**src/verilog/ssx_pkg.sv**
```systemverilog
// shared constants and carrier types for the serial transmit channel
package ssx_pkg;

  // widest character the channel serves
  localparam int MAX_CHAR_LEN = 9;
  // shortest character length the channel and shifter accept
  localparam int MIN_CHAR_LEN = 3;
  // default character length and its sync pattern, bit 0 goes out first
  localparam int DEF_CHAR_LEN = 9;
  localparam logic [MAX_CHAR_LEN-1:0] DEF_SYNC_CHAR = 9'h0d3;

  // reset values of the control flags
  localparam logic RST_FLAG = 1'b0;
  // line level while the channel is quiet
  localparam logic MARK_LEVEL = 1'b1;

  // pin synchroniser depth; the stage pair that must agree is fixed in ssx_pin_sync
  localparam int SYNC_DEPTH = 3;

  // pin indices inside the synchronised pin vector
  localparam int PIN_TIMING = 0;
  localparam int PIN_CTS = 1;
  localparam int PIN_COUNT = 2;

  // one-cycle instruction strobes from the host, with the data lines
  typedef struct packed {
    logic load_tx_char_instr;
    logic set_idle_instr;
    logic clear_idle_instr;
    logic clear_txflag_instr;
    logic skip_on_txflag_instr;
    logic [MAX_CHAR_LEN-1:0] data;
  } ssx_host_cmd_t;

  // answers towards the host
  typedef struct packed {
    logic interrupt_request_gate;
    logic skip;
  } ssx_host_rsp_t;

  // lines towards the data set
  typedef struct packed {
    logic serial_out_bit;
    logic rts;
  } ssx_modem_out_t;

  // channel state visible to the host side
  typedef struct packed {
    logic tx_active_flag;
    logic char_pending;
    logic tx_request_flag;
    logic idle_mode;
    logic send_req;
  } ssx_status_t;

endpackage : ssx_pkg

```
**src/verilog/ssx_pin_sync.sv**
```systemverilog
// three-stage synchroniser with agreement filter and rising-edge pulse
module ssx_pin_sync #(
  parameter int WIDTH = 2
) (
  input wire logic clk,
  input wire logic rst_n,
  input wire logic [WIDTH-1:0] pin_in,
  output logic [WIDTH-1:0] level_out,
  output logic [WIDTH-1:0] rise_out
);

  initial begin
    if (WIDTH < 1) begin
      $error("ssx_pin_sync: WIDTH must be at least 1");
    end
  end

  genvar gi;
  generate
    for (gi = 0; gi < WIDTH; gi++) begin : g_bit
      logic [ssx_pkg::SYNC_DEPTH-1:0] stage_ff;
      logic [ssx_pkg::SYNC_DEPTH-1:0] nxt_stage;
      logic level_ff;
      logic nxt_level;
      logic rise_ff;
      logic nxt_rise;

      // the first stage only feeds the second; stages 2 and 3 must agree
      always_comb begin
        nxt_stage = {stage_ff[ssx_pkg::SYNC_DEPTH-2:0], pin_in[gi]};
        nxt_level = level_ff;
        nxt_rise = 1'b0;
        if (stage_ff[1] == stage_ff[2]) begin
          nxt_level = stage_ff[2];
          nxt_rise = stage_ff[2] & ~level_ff;
        end
      end

      always_ff @(posedge clk or negedge rst_n) begin
        if (!rst_n) begin
          stage_ff <= '0;
          level_ff <= 1'b0;
          rise_ff <= 1'b0;
        end else begin
          stage_ff <= nxt_stage;
          level_ff <= nxt_level;
          rise_ff <= nxt_rise;
        end
      end

      assign level_out[gi] = level_ff;
      assign rise_out[gi] = rise_ff;
    end
  endgenerate

endmodule : ssx_pin_sync

```
**src/verilog/ssx_shifter.sv**
```systemverilog
// transmit shift register with end marker and last-bit detector
module ssx_shifter #(
  parameter int CHAR_LEN = ssx_pkg::DEF_CHAR_LEN
) (
  input wire logic clk,
  input wire logic rst_n,
  input wire logic shift_reg_load_pulse,
  input wire logic tx_shift_pulse,
  input wire logic [CHAR_LEN-1:0] load_data,
  output logic shift_stage_one,
  output logic last_bit
);

  initial begin
    if (CHAR_LEN < ssx_pkg::MIN_CHAR_LEN || CHAR_LEN > ssx_pkg::MAX_CHAR_LEN) begin
      $error("ssx_shifter: CHAR_LEN out of range");
    end
  end

  // index 0 is the first stage, index CHAR_LEN is the end marker
  logic [CHAR_LEN:0] tx_shift_reg_ff;
  logic [CHAR_LEN:0] nxt_tx_shift_reg;

  always_comb begin
    nxt_tx_shift_reg = tx_shift_reg_ff;
    if (shift_reg_load_pulse) begin
      nxt_tx_shift_reg = {1'b1, load_data};
    end else if (tx_shift_pulse) begin
      nxt_tx_shift_reg = {1'b0, tx_shift_reg_ff[CHAR_LEN:1]};
    end
  end

  always_ff @(posedge clk or negedge rst_n) begin
    if (!rst_n) begin
      tx_shift_reg_ff <= '0;
    end else begin
      tx_shift_reg_ff <= nxt_tx_shift_reg;
    end
  end

  assign shift_stage_one = tx_shift_reg_ff[0];
  // stages three up and marker clear; also true after reset
  assign last_bit = ~|tx_shift_reg_ff[CHAR_LEN:2];

endmodule : ssx_shifter

```
**src/verilog/ssx_tx_channel.sv**
```systemverilog
// transmit channel of the bit-synchronous serial adapter
//
// the data set's transmit timing and clear-to-send arrive as pins and are
// sampled on clk; every rising edge of timing is one timing pulse, and a
// timing pulse seen while clear-to-send is on is one transmit clock pulse.

// Behaviour
// - only a loaded sync character starts transmit-active mode
// - when active, one bit goes out per transmit clock pulse
// - no character in normal mode: stop and hold the line at mark
// - no character in idle mode: resend the last character
// - reset clears send request and active, no shifts, line at mark
// - host sets and clears idle mode; clear-idle ends retransmission
// - load instruction strobes data into buffer, sets pending flag
// - sync load sets send-request and active; next timing pulse raises RTS
// - timing pulses become transmit clock only while clear-to-send is on
// - non-sync load while not active clears send-request; next timing pulse drops RTS
// - empty register at last bit: clock pulse loads instead of shifting
// - load into shifter sets transmit flag, clears pending; flag interrupts
// - skip test on transmit flag gives no skip while flag is set
// - timely load stores character, sets pending, clears transmit flag
// - shifts move toward stage one, which drives serial data
// - last bit blocks shifting, triggers load and a new interrupt
// - missed character, normal mode: no shift or load, end transmission
// - afterwards stay quiet until another sync character is loaded
// - missed character, idle mode: reload previous character repeatedly
// - each load sets the end marker; shifts move it and fill zero
// - last bit when stages three up and marker are all zero
// - shifter length follows character length; sync checked at each load
module ssx_tx_channel #(
  parameter int CHAR_LEN = ssx_pkg::DEF_CHAR_LEN,
  parameter logic [ssx_pkg::MAX_CHAR_LEN-1:0] SYNC_CHAR = ssx_pkg::DEF_SYNC_CHAR
) (
  input wire logic clk,
  input wire logic rst_n,
  input wire ssx_pkg::ssx_host_cmd_t host_cmd,
  output ssx_pkg::ssx_host_rsp_t host_rsp,
  input wire logic tx_timing_pin,
  input wire logic cts_pin,
  output ssx_pkg::ssx_modem_out_t modem_out,
  output ssx_pkg::ssx_status_t status
);

  initial begin
    if (CHAR_LEN < ssx_pkg::MIN_CHAR_LEN || CHAR_LEN > ssx_pkg::MAX_CHAR_LEN) begin
      $error("ssx_tx_channel: CHAR_LEN out of range");
    end
  end

  // ---------------------------------------------------------------- pins
  logic [ssx_pkg::PIN_COUNT-1:0] pin_raw;
  logic [ssx_pkg::PIN_COUNT-1:0] pin_level;
  logic [ssx_pkg::PIN_COUNT-1:0] pin_rise;
  logic timing_pulse;
  logic cts_level;
  logic tx_clock_pulse;

  always_comb begin
    pin_raw = '0;
    pin_raw[ssx_pkg::PIN_TIMING] = tx_timing_pin;
    pin_raw[ssx_pkg::PIN_CTS] = cts_pin;
  end

  ssx_pin_sync #(
    .WIDTH(ssx_pkg::PIN_COUNT)
  ) u_pin_sync (
    .clk(clk),
    .rst_n(rst_n),
    .pin_in(pin_raw),
    .level_out(pin_level),
    .rise_out(pin_rise)
  );

  assign timing_pulse = pin_rise[ssx_pkg::PIN_TIMING];
  assign cts_level = pin_level[ssx_pkg::PIN_CTS];
  assign tx_clock_pulse = timing_pulse & cts_level;

  // ------------------------------------------------------------- buffer
  logic [CHAR_LEN-1:0] tx_holding_buffer_ff;
  logic [CHAR_LEN-1:0] nxt_tx_holding_buffer;
  logic holding_load_strobe;
  logic is_sync_char;

  assign holding_load_strobe = host_cmd.load_tx_char_instr;
  // sync compare on the loaded character
  assign is_sync_char = (host_cmd.data[CHAR_LEN-1:0] == SYNC_CHAR[CHAR_LEN-1:0]);

  always_comb begin
    nxt_tx_holding_buffer = tx_holding_buffer_ff;
    if (holding_load_strobe) begin
      nxt_tx_holding_buffer = host_cmd.data[CHAR_LEN-1:0];
    end
  end

  always_ff @(posedge clk or negedge rst_n) begin
    if (!rst_n) begin
      tx_holding_buffer_ff <= '0;
    end else begin
      tx_holding_buffer_ff <= nxt_tx_holding_buffer;
    end
  end

  // ------------------------------------------------------------ shifter
  logic shift_reg_load_pulse;
  logic tx_shift_pulse;
  logic shift_stage_one;
  logic last_bit;

  ssx_shifter #(
    .CHAR_LEN(CHAR_LEN)
  ) u_shifter (
    .clk(clk),
    .rst_n(rst_n),
    .shift_reg_load_pulse(shift_reg_load_pulse),
    .tx_shift_pulse(tx_shift_pulse),
    .load_data(tx_holding_buffer_ff),
    .shift_stage_one(shift_stage_one),
    .last_bit(last_bit)
  );

  // ------------------------------------------------------- control flags
  logic tx_active_flag_ff;
  logic nxt_tx_active_flag;
  logic send_req_ff;
  logic nxt_send_req;
  logic rts_drive_flag_ff;
  logic nxt_rts_drive_flag;
  logic char_pending_ff;
  logic nxt_char_pending;
  logic tx_request_flag_ff;
  logic nxt_tx_request_flag;
  logic idle_mode_ff;
  logic nxt_idle_mode;
  logic msg_end;
  logic skip_ff;
  logic nxt_skip;

  // a clock pulse at the last bit either reloads or ends the message
  always_comb begin
    shift_reg_load_pulse = 1'b0;
    tx_shift_pulse = 1'b0;
    msg_end = 1'b0;
    if (tx_active_flag_ff && tx_clock_pulse) begin
      if (!last_bit) begin
        tx_shift_pulse = 1'b1;
      end else if (char_pending_ff || idle_mode_ff) begin
        shift_reg_load_pulse = 1'b1;
      end else begin
        msg_end = 1'b1;
      end
    end
  end

  always_comb begin
    nxt_tx_active_flag = tx_active_flag_ff;
    nxt_send_req = send_req_ff;
    nxt_rts_drive_flag = rts_drive_flag_ff;
    nxt_idle_mode = idle_mode_ff;

    // timing pulse copies send request to RTS
    // and drops it once the request is gone
    if (timing_pulse) begin
      nxt_rts_drive_flag = send_req_ff;
    end

    // end clears active, send request and RTS
    // quiet until the next sync load
    if (msg_end) begin
      nxt_tx_active_flag = 1'b0;
      nxt_send_req = 1'b0;
      nxt_rts_drive_flag = 1'b0;
    end

    // a non-sync data load during a running message must not drop RTS,
    // so the send-request clear applies only while not active
    if (holding_load_strobe) begin
      if (is_sync_char) begin
        nxt_send_req = 1'b1;
        nxt_tx_active_flag = 1'b1;
      end else if (!tx_active_flag_ff) begin
        nxt_send_req = 1'b0;
      end
    end

    // idle set and clear by host
    if (host_cmd.clear_idle_instr) begin
      nxt_idle_mode = 1'b0;
    end else if (host_cmd.set_idle_instr) begin
      nxt_idle_mode = 1'b1;
    end
  end

  // set wins over clear on both handshake flags
  always_comb begin
    nxt_char_pending = char_pending_ff;
    nxt_tx_request_flag = tx_request_flag_ff;
    if (shift_reg_load_pulse) begin
      nxt_char_pending = 1'b0;
    end
    if (holding_load_strobe) begin
      nxt_char_pending = 1'b1;
    end
    if (holding_load_strobe || host_cmd.clear_txflag_instr) begin
      nxt_tx_request_flag = 1'b0;
    end
    if (shift_reg_load_pulse) begin
      nxt_tx_request_flag = 1'b1;
    end
  end

  // skip only while the flag is clear
  always_comb begin
    nxt_skip = host_cmd.skip_on_txflag_instr & ~tx_request_flag_ff;
  end

  // reset clears flags, line at mark
  always_ff @(posedge clk or negedge rst_n) begin
    if (!rst_n) begin
      tx_active_flag_ff <= ssx_pkg::RST_FLAG;
      send_req_ff <= ssx_pkg::RST_FLAG;
      rts_drive_flag_ff <= ssx_pkg::RST_FLAG;
      char_pending_ff <= ssx_pkg::RST_FLAG;
      tx_request_flag_ff <= ssx_pkg::RST_FLAG;
      idle_mode_ff <= ssx_pkg::RST_FLAG;
      skip_ff <= ssx_pkg::RST_FLAG;
    end else begin
      tx_active_flag_ff <= nxt_tx_active_flag;
      send_req_ff <= nxt_send_req;
      rts_drive_flag_ff <= nxt_rts_drive_flag;
      char_pending_ff <= nxt_char_pending;
      tx_request_flag_ff <= nxt_tx_request_flag;
      idle_mode_ff <= nxt_idle_mode;
      skip_ff <= nxt_skip;
    end
  end

  // ------------------------------------------------------------ outputs
  logic serial_out_bit;

  assign serial_out_bit = tx_active_flag_ff ? shift_stage_one : ssx_pkg::MARK_LEVEL;

  always_comb begin
    modem_out.serial_out_bit = serial_out_bit;
    modem_out.rts = rts_drive_flag_ff;
    host_rsp.interrupt_request_gate = tx_request_flag_ff;
    host_rsp.skip = skip_ff;
    status.tx_active_flag = tx_active_flag_ff;
    status.char_pending = char_pending_ff;
    status.tx_request_flag = tx_request_flag_ff;
    status.idle_mode = idle_mode_ff;
    status.send_req = send_req_ff;
  end

endmodule : ssx_tx_channel

```
**config.mk**
```make
export PLATFORM = sky130hd
export DESIGN_NAME = ssx_tx_channel
export DESIGN_NICKNAME = d
export VERILOG_FILES = /design/src/verilog/ssx_pkg.sv /design/src/verilog/ssx_pin_sync.sv /design/src/verilog/ssx_shifter.sv /design/src/verilog/ssx_tx_channel.sv
export SDC_FILE = /design/constraint.sdc
export NUM_CORES = 1
export LEC_CHECK = 0
export ABC_AREA = 1
export BUFFER_PORTS_ARGS = -buffer_cell sky130_fd_sc_hd__buf_2
export CAP_MARGIN = 20
export CORE_MARGIN = 2
export CORE_UTILIZATION = 40
export CTS_CLUSTER_SIZE = 20
export DETAILED_ROUTE_END_ITERATION = 10
export GPL_TIMING_DRIVEN = 0
export PLACE_DENSITY_LB_ADDON = 0.08
export SLEW_MARGIN = 40
export SYNTH_ARGS = -nofsm -noshare
export SYNTH_HDL_FRONTEND = slang
export SYNTH_SLANG_ARGS = --single-unit
```
**constraint.sdc**
```tcl
create_clock -name clk -period 1.15 [get_ports clk]
set_input_delay 0.115 -clock clk [delete_from_list [all_inputs] [get_ports clk]]
set_output_delay 0.115 -clock clk [all_outputs]
set_load 0.02 [all_outputs]
```
# After elaboration in Yosys (flattened, before gate mapping)
# Cells that the tools add are included.
[word_totals] word_cells=58 ff_bits=35
[op_classes] reduce_logical=9 eq_ne=3 bitwise_logic=5 mux=27
[ops] cell="two-way mux 1 bit" count=25
[ops] cell="two-way mux 10 bit" count=2
[ops] cell="nonzero test 2 bit" count=5
[ops] cell="== test 9 x 8 -> 1 bit (second input constant)" count=1
[ops] cell="OR reduction 8 bit" count=1
[ops] cell="AND 1 bit" count=3
[ops] cell="== test 1 bit" count=2
[ops] cell="logical OR 1 bit" count=2
[ops] cell="inverter 1 bit" count=2
[ops] cell="logical AND 1 bit" count=1

# Logic depth before layout (Yosys ltp)
[depth] depth_word=8 depth_mapped=8 ltp_nobuf=7

# Modules after synthesis
# A second synthesis with hierarchy kept.
[unflattened] hier_cells=176 hier_area_um2=1555.2
[by_module_without_submodules] mod="ssx_tx_channel" area_each_um2=738.2 cells_per_inst=90 n_inst=1
[by_module_without_submodules] mod="ssx_shifter" area_each_um2=496.7 cells_per_inst=62 n_inst=1
[by_module_without_submodules] mod="ssx_pin_sync" area_each_um2=320.3 cells_per_inst=24 n_inst=1

# Worst setup path before layout
# Ideal clock, no wire load.
[synth_path] path_kind="reg-to-reg" start="reg u_shifter.tx_shift_reg_ff[5]" end="reg send_req_ff" period_less_slack_ps=1136 stages_incl_launch_ff=8 path_slack_ps=14 arrival_ps=1018 setup_time_ps=118 cell_sequence="dfrtp_1 -> nor2_2 -> nand2_2 -> nor2_4 -> buf_4 -> nand3_2 -> nand3_1 -> nand2_1"
[synth_between] elab_chain_cells=7
[synth_rtl] element="start, declared" line_no="ssx_shifter.sv:21" source="logic [CHAR_LEN:0] tx_shift_reg_ff;"
[synth_rtl] element="start signal, assigned" line_no="ssx_shifter.sv:37" source="tx_shift_reg_ff <= nxt_tx_shift_reg;"
[synth_rtl] element="OR reduction 8 bit *" line_no="ssx_shifter.sv:43" source="assign last_bit = ~|tx_shift_reg_ff[CHAR_LEN:2];"
[synth_rtl] element="two-way mux 1 bit *" line_no="ssx_tx_channel.sv:144" source="if (!last_bit) begin"
[synth_rtl] element="two-way mux 1 bit *" line_no="ssx_tx_channel.sv:143" source="if (tx_active_flag_ff && tx_clock_pulse) begin"
[synth_rtl] element="two-way mux 1 bit *" line_no="ssx_tx_channel.sv:168" source="if (msg_end) begin"
[synth_rtl] element="two-way mux 1 bit" line_no="ssx_tx_channel.sv:180" source="end else if (!tx_active_flag_ff) begin"
[synth_rtl] element="two-way mux 1 bit" line_no="ssx_tx_channel.sv:177" source="if (is_sync_char) begin"
[synth_rtl] element="two-way mux 1 bit *" line_no="ssx_tx_channel.sv:176" source="if (holding_load_strobe) begin"
[synth_rtl] element="via nxt_send_req" line_no="ssx_tx_channel.sv:125" source="logic nxt_send_req;"
[synth_rtl] element="end signal, assigned" line_no="ssx_tx_channel.sv:220" source="send_req_ff <= ssx_pkg::RST_FLAG;"
[synth_rtl] element="end signal, assigned" line_no="ssx_tx_channel.sv:228" source="send_req_ff <= nxt_send_req;"
[synth_rtl] element="end, declared" line_no="ssx_tx_channel.sv:124" source="logic send_req_ff;"
# Mark *: on every way through the listed nets, which the timed path passes. The rest lies on a longest branch.
# A chain may end at the register's enable or synchronous reset.

# Worst setup path after layout
[layout_path] start="reg tx_active_flag_ff" end="reg send_req_ff"
[layout_between] elab_chain_cells=6
[layout_rtl] element="start, declared" line_no="ssx_tx_channel.sv:122" source="logic tx_active_flag_ff;"
[layout_rtl] element="start signal, assigned" line_no="ssx_tx_channel.sv:219" source="tx_active_flag_ff <= ssx_pkg::RST_FLAG;"
[layout_rtl] element="start signal, assigned" line_no="ssx_tx_channel.sv:227" source="tx_active_flag_ff <= nxt_tx_active_flag;"
[layout_rtl] element="logical AND 1 bit" line_no="ssx_tx_channel.sv:143"
[layout_rtl] element="two-way mux 1 bit" line_no="ssx_tx_channel.sv:143"
[layout_rtl] element="two-way mux 1 bit" line_no="ssx_tx_channel.sv:168"
[layout_rtl] element="two-way mux 1 bit" line_no="ssx_tx_channel.sv:180"
[layout_rtl] element="two-way mux 1 bit" line_no="ssx_tx_channel.sv:177"
[layout_rtl] element="two-way mux 1 bit *" line_no="ssx_tx_channel.sv:176"
[layout_rtl] element="via nxt_send_req" line_no="ssx_tx_channel.sv:125"
# Marks and branches as above.

==> key figures <==
Yosys
  – Fraction of the mapped netlist area in compound gates: 0.03686
  – Cell types occupying the most area after synthesis: sky130_fd_sc_hd__dfrtp_1 (55%), sky130_fd_sc_hd__nand3_1 (9.4%), sky130_fd_sc_hd__nand2_1 (9.2%)
  – Seq/Total Area, Yosys: 0.5490
  – Syn Std Cell Area: 1595 um2
  – Combinational family with the most area after synthesis: simple AND/OR/NAND/NOR gates
  – Share of Yosys cell area claimed by the top area cell type: 0.5490
  – Xor/xnor share of the synthesized area: 0
  – Fraction of the mapped netlist area in simple logic gates: 0.2682
  – Mean instance size in the synthesized netlist: 9.013 um2
  – Yosys warns: 0
  – Synthesized Nets: 195
  – Cell type contributing the most total cell area after synthesis: sky130_fd_sc_hd__dfrtp_1
  – Cell count after synthesis: 177
  – Register bit total from synthesis: 35
  – Adder-cell share of the synthesized area: 0.01255
  – Multiplexer share of the synthesized area: 0
  – Number of distinct standard cells referenced by the synthesized netlist: 23

Global route
  – Met3 track utilization from global routing: 0.05000
  – Vias in the first global route: 1208
  – Global-route wire length before repair: 5513 um
  – Overall Global Routing Usage: 0.1653
  – Maximum number of pins on one net before global-route repair: 36
  – Layer carrying the most global-route usage: met2
  – Global-route met2 utilization: 0.2624
  – GR Overflow Total: 0
  – Met1 track demand over resource: 0.2172
  – Initial antenna violation count: 0

Floorplanning
  – Die Area: 4509 um2
  – Total number of placement rows: 22
  – Die width: 67.15 um
  – Initial core utilization: 0.4261
  – Vert. Die Dim: 67.15 um
  – Std-Cell Core Area: 3744 um2
  – Ports placed on the boundary: 27

STA
  – Count of final setup violators: 15
  – Final hold viol count: 0
  – Total count of max-transition violations in the final report: 0
  – Worst max-slew margin expressed relative to the limit: 0.7160
  – Slew at the pin with the worst max-slew slack: 426.0 ps
  – Final setup slack of the worst path: -116.7 ps
  – Final period demand of the worst path: 1267 ps
  – Final cycle utilization of the critical path: 1.101
  – Highest achievable clock rate: 0.7895 GHz
  – Unrepaired setup endpoints after global routing: true
  – Worst clock skew on the final layout: 9.311 ps

Worst hold path
  – Classification of the worst-slack hold path: in -> reg

Routing
  – Initial DRC count: 55
  – Mean routed wirelength per cell: 11.44 um
  – Remaining antenna violation count: 0
  – Routed via count divided by cell count: 4.554
  – Total wirelength of the detailed-routed design: 3158 um
  – Total number of vias: 1257
  – Count of unresolved DRC violations after routing: 0
  – Count of TritonRoute iterations in the first routing pass: 4

Layout
  – Synth-to-Final Area Change: 36.55%
  – Post-layout net count: 245
  – Core occupancy in the finished layout: 0.5819
  – Sequential cell area: 875.8 um2
  – Layout cell share with drive strength beyond 1: 0.3684
  – # diodes: 0
  – Multi-input gate area: 579.3 um2
  – Number of fillers in the final layout: 358
  – Post-route cell area: 2178 um2

Status
  – Failing checks: negative setup slack
  – Result of the run: finished with violations

Setup path
  – Worst Path Required: 1380 ps
  – Critical path peak fanout: 2
  – Cells along the critical path: inv_1, buf_4, buf_4, buf_4, buf_4, buf_4, nand2_1, nand3_1, nand2_1
  – Most prevalent standard cell on the critical path: sky130_fd_sc_hd__buf_4
  – Data arrival time of the critical path: 1490 ps
  – Bufs and invs on worst path: 6
  – Critical setup path kind: reg -> reg
  – Worst path top cell family by delay: buffers and inverters
  – Largest stage delay on the critical path: 360 ps
  – Master of the slowest instance on the critical path: sky130_fd_sc_hd__dfrtp_1
  – Nature of the critical path startpoint: flip-flop
  – Critical Path End Type: flip-flop

Placement
  – Estimated wirelength of the detail-placed design: 2162 um
  – # port buffers: 25
  – Cell area reported after detailed placement: 1780 um2
  – Final GP Congestion: 0.7885

Run
  – Max-cap violation count: 0

Clock network
  – Maximum count of clock buffers along a single path: 2
  – CTS tree: done
  – Source-to-sink clock delay at the later pin of the worst-skew pair: 280 ps
  – Clock sink count: 35
  – Number of buffers created by CTS: 5
  – Max H-tree Level: 2
  – Clk pin slew, worst setup/hold paths: 70 ps
  – Clk root buf: sky130_fd_sc_hd__clkbuf_8

Power
  – Pwr Density: 1966 nW/um2
  – Leak Pwr: 1.141 nW
  – Maximum vdd drop: 0.0009660 V
[power by group]
part | switching [mW] | leakage, nW | internal, mW
clock network | 0.450 | 0.0644 | 0.864
registers | 0.156 | 0.431 | 1.45
logic | 0.712 | 0.645 | 0.648
total | 1.32 | 1.14 | 2.97
[metrics by stage]
step                std cells  power [mW]  TNS [ps]  hold slack (ps)  worst slack (ps)
CTS                       271       4.176     -1061            12.94            -88.50
floorplan                 177       2.400         0           -180.6             14.35
global route              276       4.565     -2560            17.96            -200.2
detailed placement        250       2.646     -1245            224.4            -116.0
finish                    276       4.283     -1367            28.12            -116.7
global placement          250       2.632     -1005            225.0            -97.82
[worst register-to-register path, delay by kind of cell, from the launching register on]
family | cells | cell delay [ps]
buffers and inverters | 6 | 660
DFF | 1 | 360
and+or+nand+nor | 3 | 170
[kinds of logic (layout without fill, tap and decap cells)]
kind of cell | Yosys count | count (layout)
simple gates | 90 | 90
buf+inv | 39 | 90
flops | 35 | 35
compound gates | 11 | 11
fa+ha+maj | 2 | 2
[repair_timing]
action                                  4_1_cts  5_1_grt
cloned                                        1        1
pin swaps                                     2        5
hold buffers                                  4        1
resized for setup                            15       17
endpoints found under the setup margin       15       19
hold endpoints to repair                     38        1
setup buffers                                 9        3
[sequential cells by signal, indices dropped and copies added (netlist names), 2 cells and up]
register,count
u_pin_sync.g_bit.stage_ff,6
u_pin_sync.g_bit.level_ff,2
u_shifter.tx_shift_reg_ff,10
tx_holding_buffer_ff,9
[metal layers]
layer	share of wire	vias up
li1	-	641
met1	0.47	590
met2	0.47	24
met3	0.047	2
met4	0.0073	0
met5	0	-
[cells in the final DEF (no fill, tap or decap), drive strengths merged]
cell type	synthesis	layout
a21oi	1	1
and2	1	1
buf	14	52
bufinv	0	2
clkbuf	1	6
clkinvlp	0	1
dfrtp	35	35
dlygate4sd3	0	5
inv	24	24
maj3	2	2
nand2	42	42
nand3	32	32
nor2	12	12
nor3	1	1
nor3b	1	1
o21ai	10	10
or2	1	1
[area by class of cell]
cell class	count	area share
Timing Repair Buffer	44	0.1430
Buffer	14	0.05399
Inverter	24	0.04480
Multi-Input combinational cell	103	0.2659
Tap cell	48	0.02757
Clock inverter	3	0.03102
Clock buffer	5	0.03159
Sequential cell	35	0.4021
[synthesized netlist by cell type]
library cell	count
sky130_fd_sc_hd__a21oi_1	1
sky130_fd_sc_hd__and2_1	1
sky130_fd_sc_hd__buf_2	1
sky130_fd_sc_hd__buf_4	10
sky130_fd_sc_hd__buf_6	3
sky130_fd_sc_hd__clkbuf_1	1
sky130_fd_sc_hd__dfrtp_1	35
sky130_fd_sc_hd__inv_1	23
sky130_fd_sc_hd__inv_6	1
sky130_fd_sc_hd__maj3_1	2
sky130_fd_sc_hd__nand2_1	39
sky130_fd_sc_hd__nand2_2	2
sky130_fd_sc_hd__nand2_4	1
sky130_fd_sc_hd__nand3_1	30
sky130_fd_sc_hd__nand3_2	2
sky130_fd_sc_hd__nor2_1	7
sky130_fd_sc_hd__nor2_2	4
sky130_fd_sc_hd__nor2_4	1
sky130_fd_sc_hd__nor3_1	1
sky130_fd_sc_hd__nor3b_1	1
sky130_fd_sc_hd__o21ai_0	9
sky130_fd_sc_hd__o21ai_2	1
sky130_fd_sc_hd__or2_2	1
[final timing paths]
kind	startpoint	end	slack (ps)	cells after the start
max	tx_active_flag_ff	send_req_ff	-120	9
min	host_cmd[9]	skip_ff	30	3
max reg2reg	tx_active_flag_ff	send_req_ff	-120	9
min reg2reg	u_pin_sync.g_bit[1].stage_ff[0]	u_pin_sync.g_bit[1].stage_ff[1]	360	0
max in group asynchronous	rst_n	u_shifter.tx_shift_reg_ff[1]	530	2
min in group asynchronous	rst_n	skip_ff	310	2
Note: power is estimated with default switching activity, not from simulation.
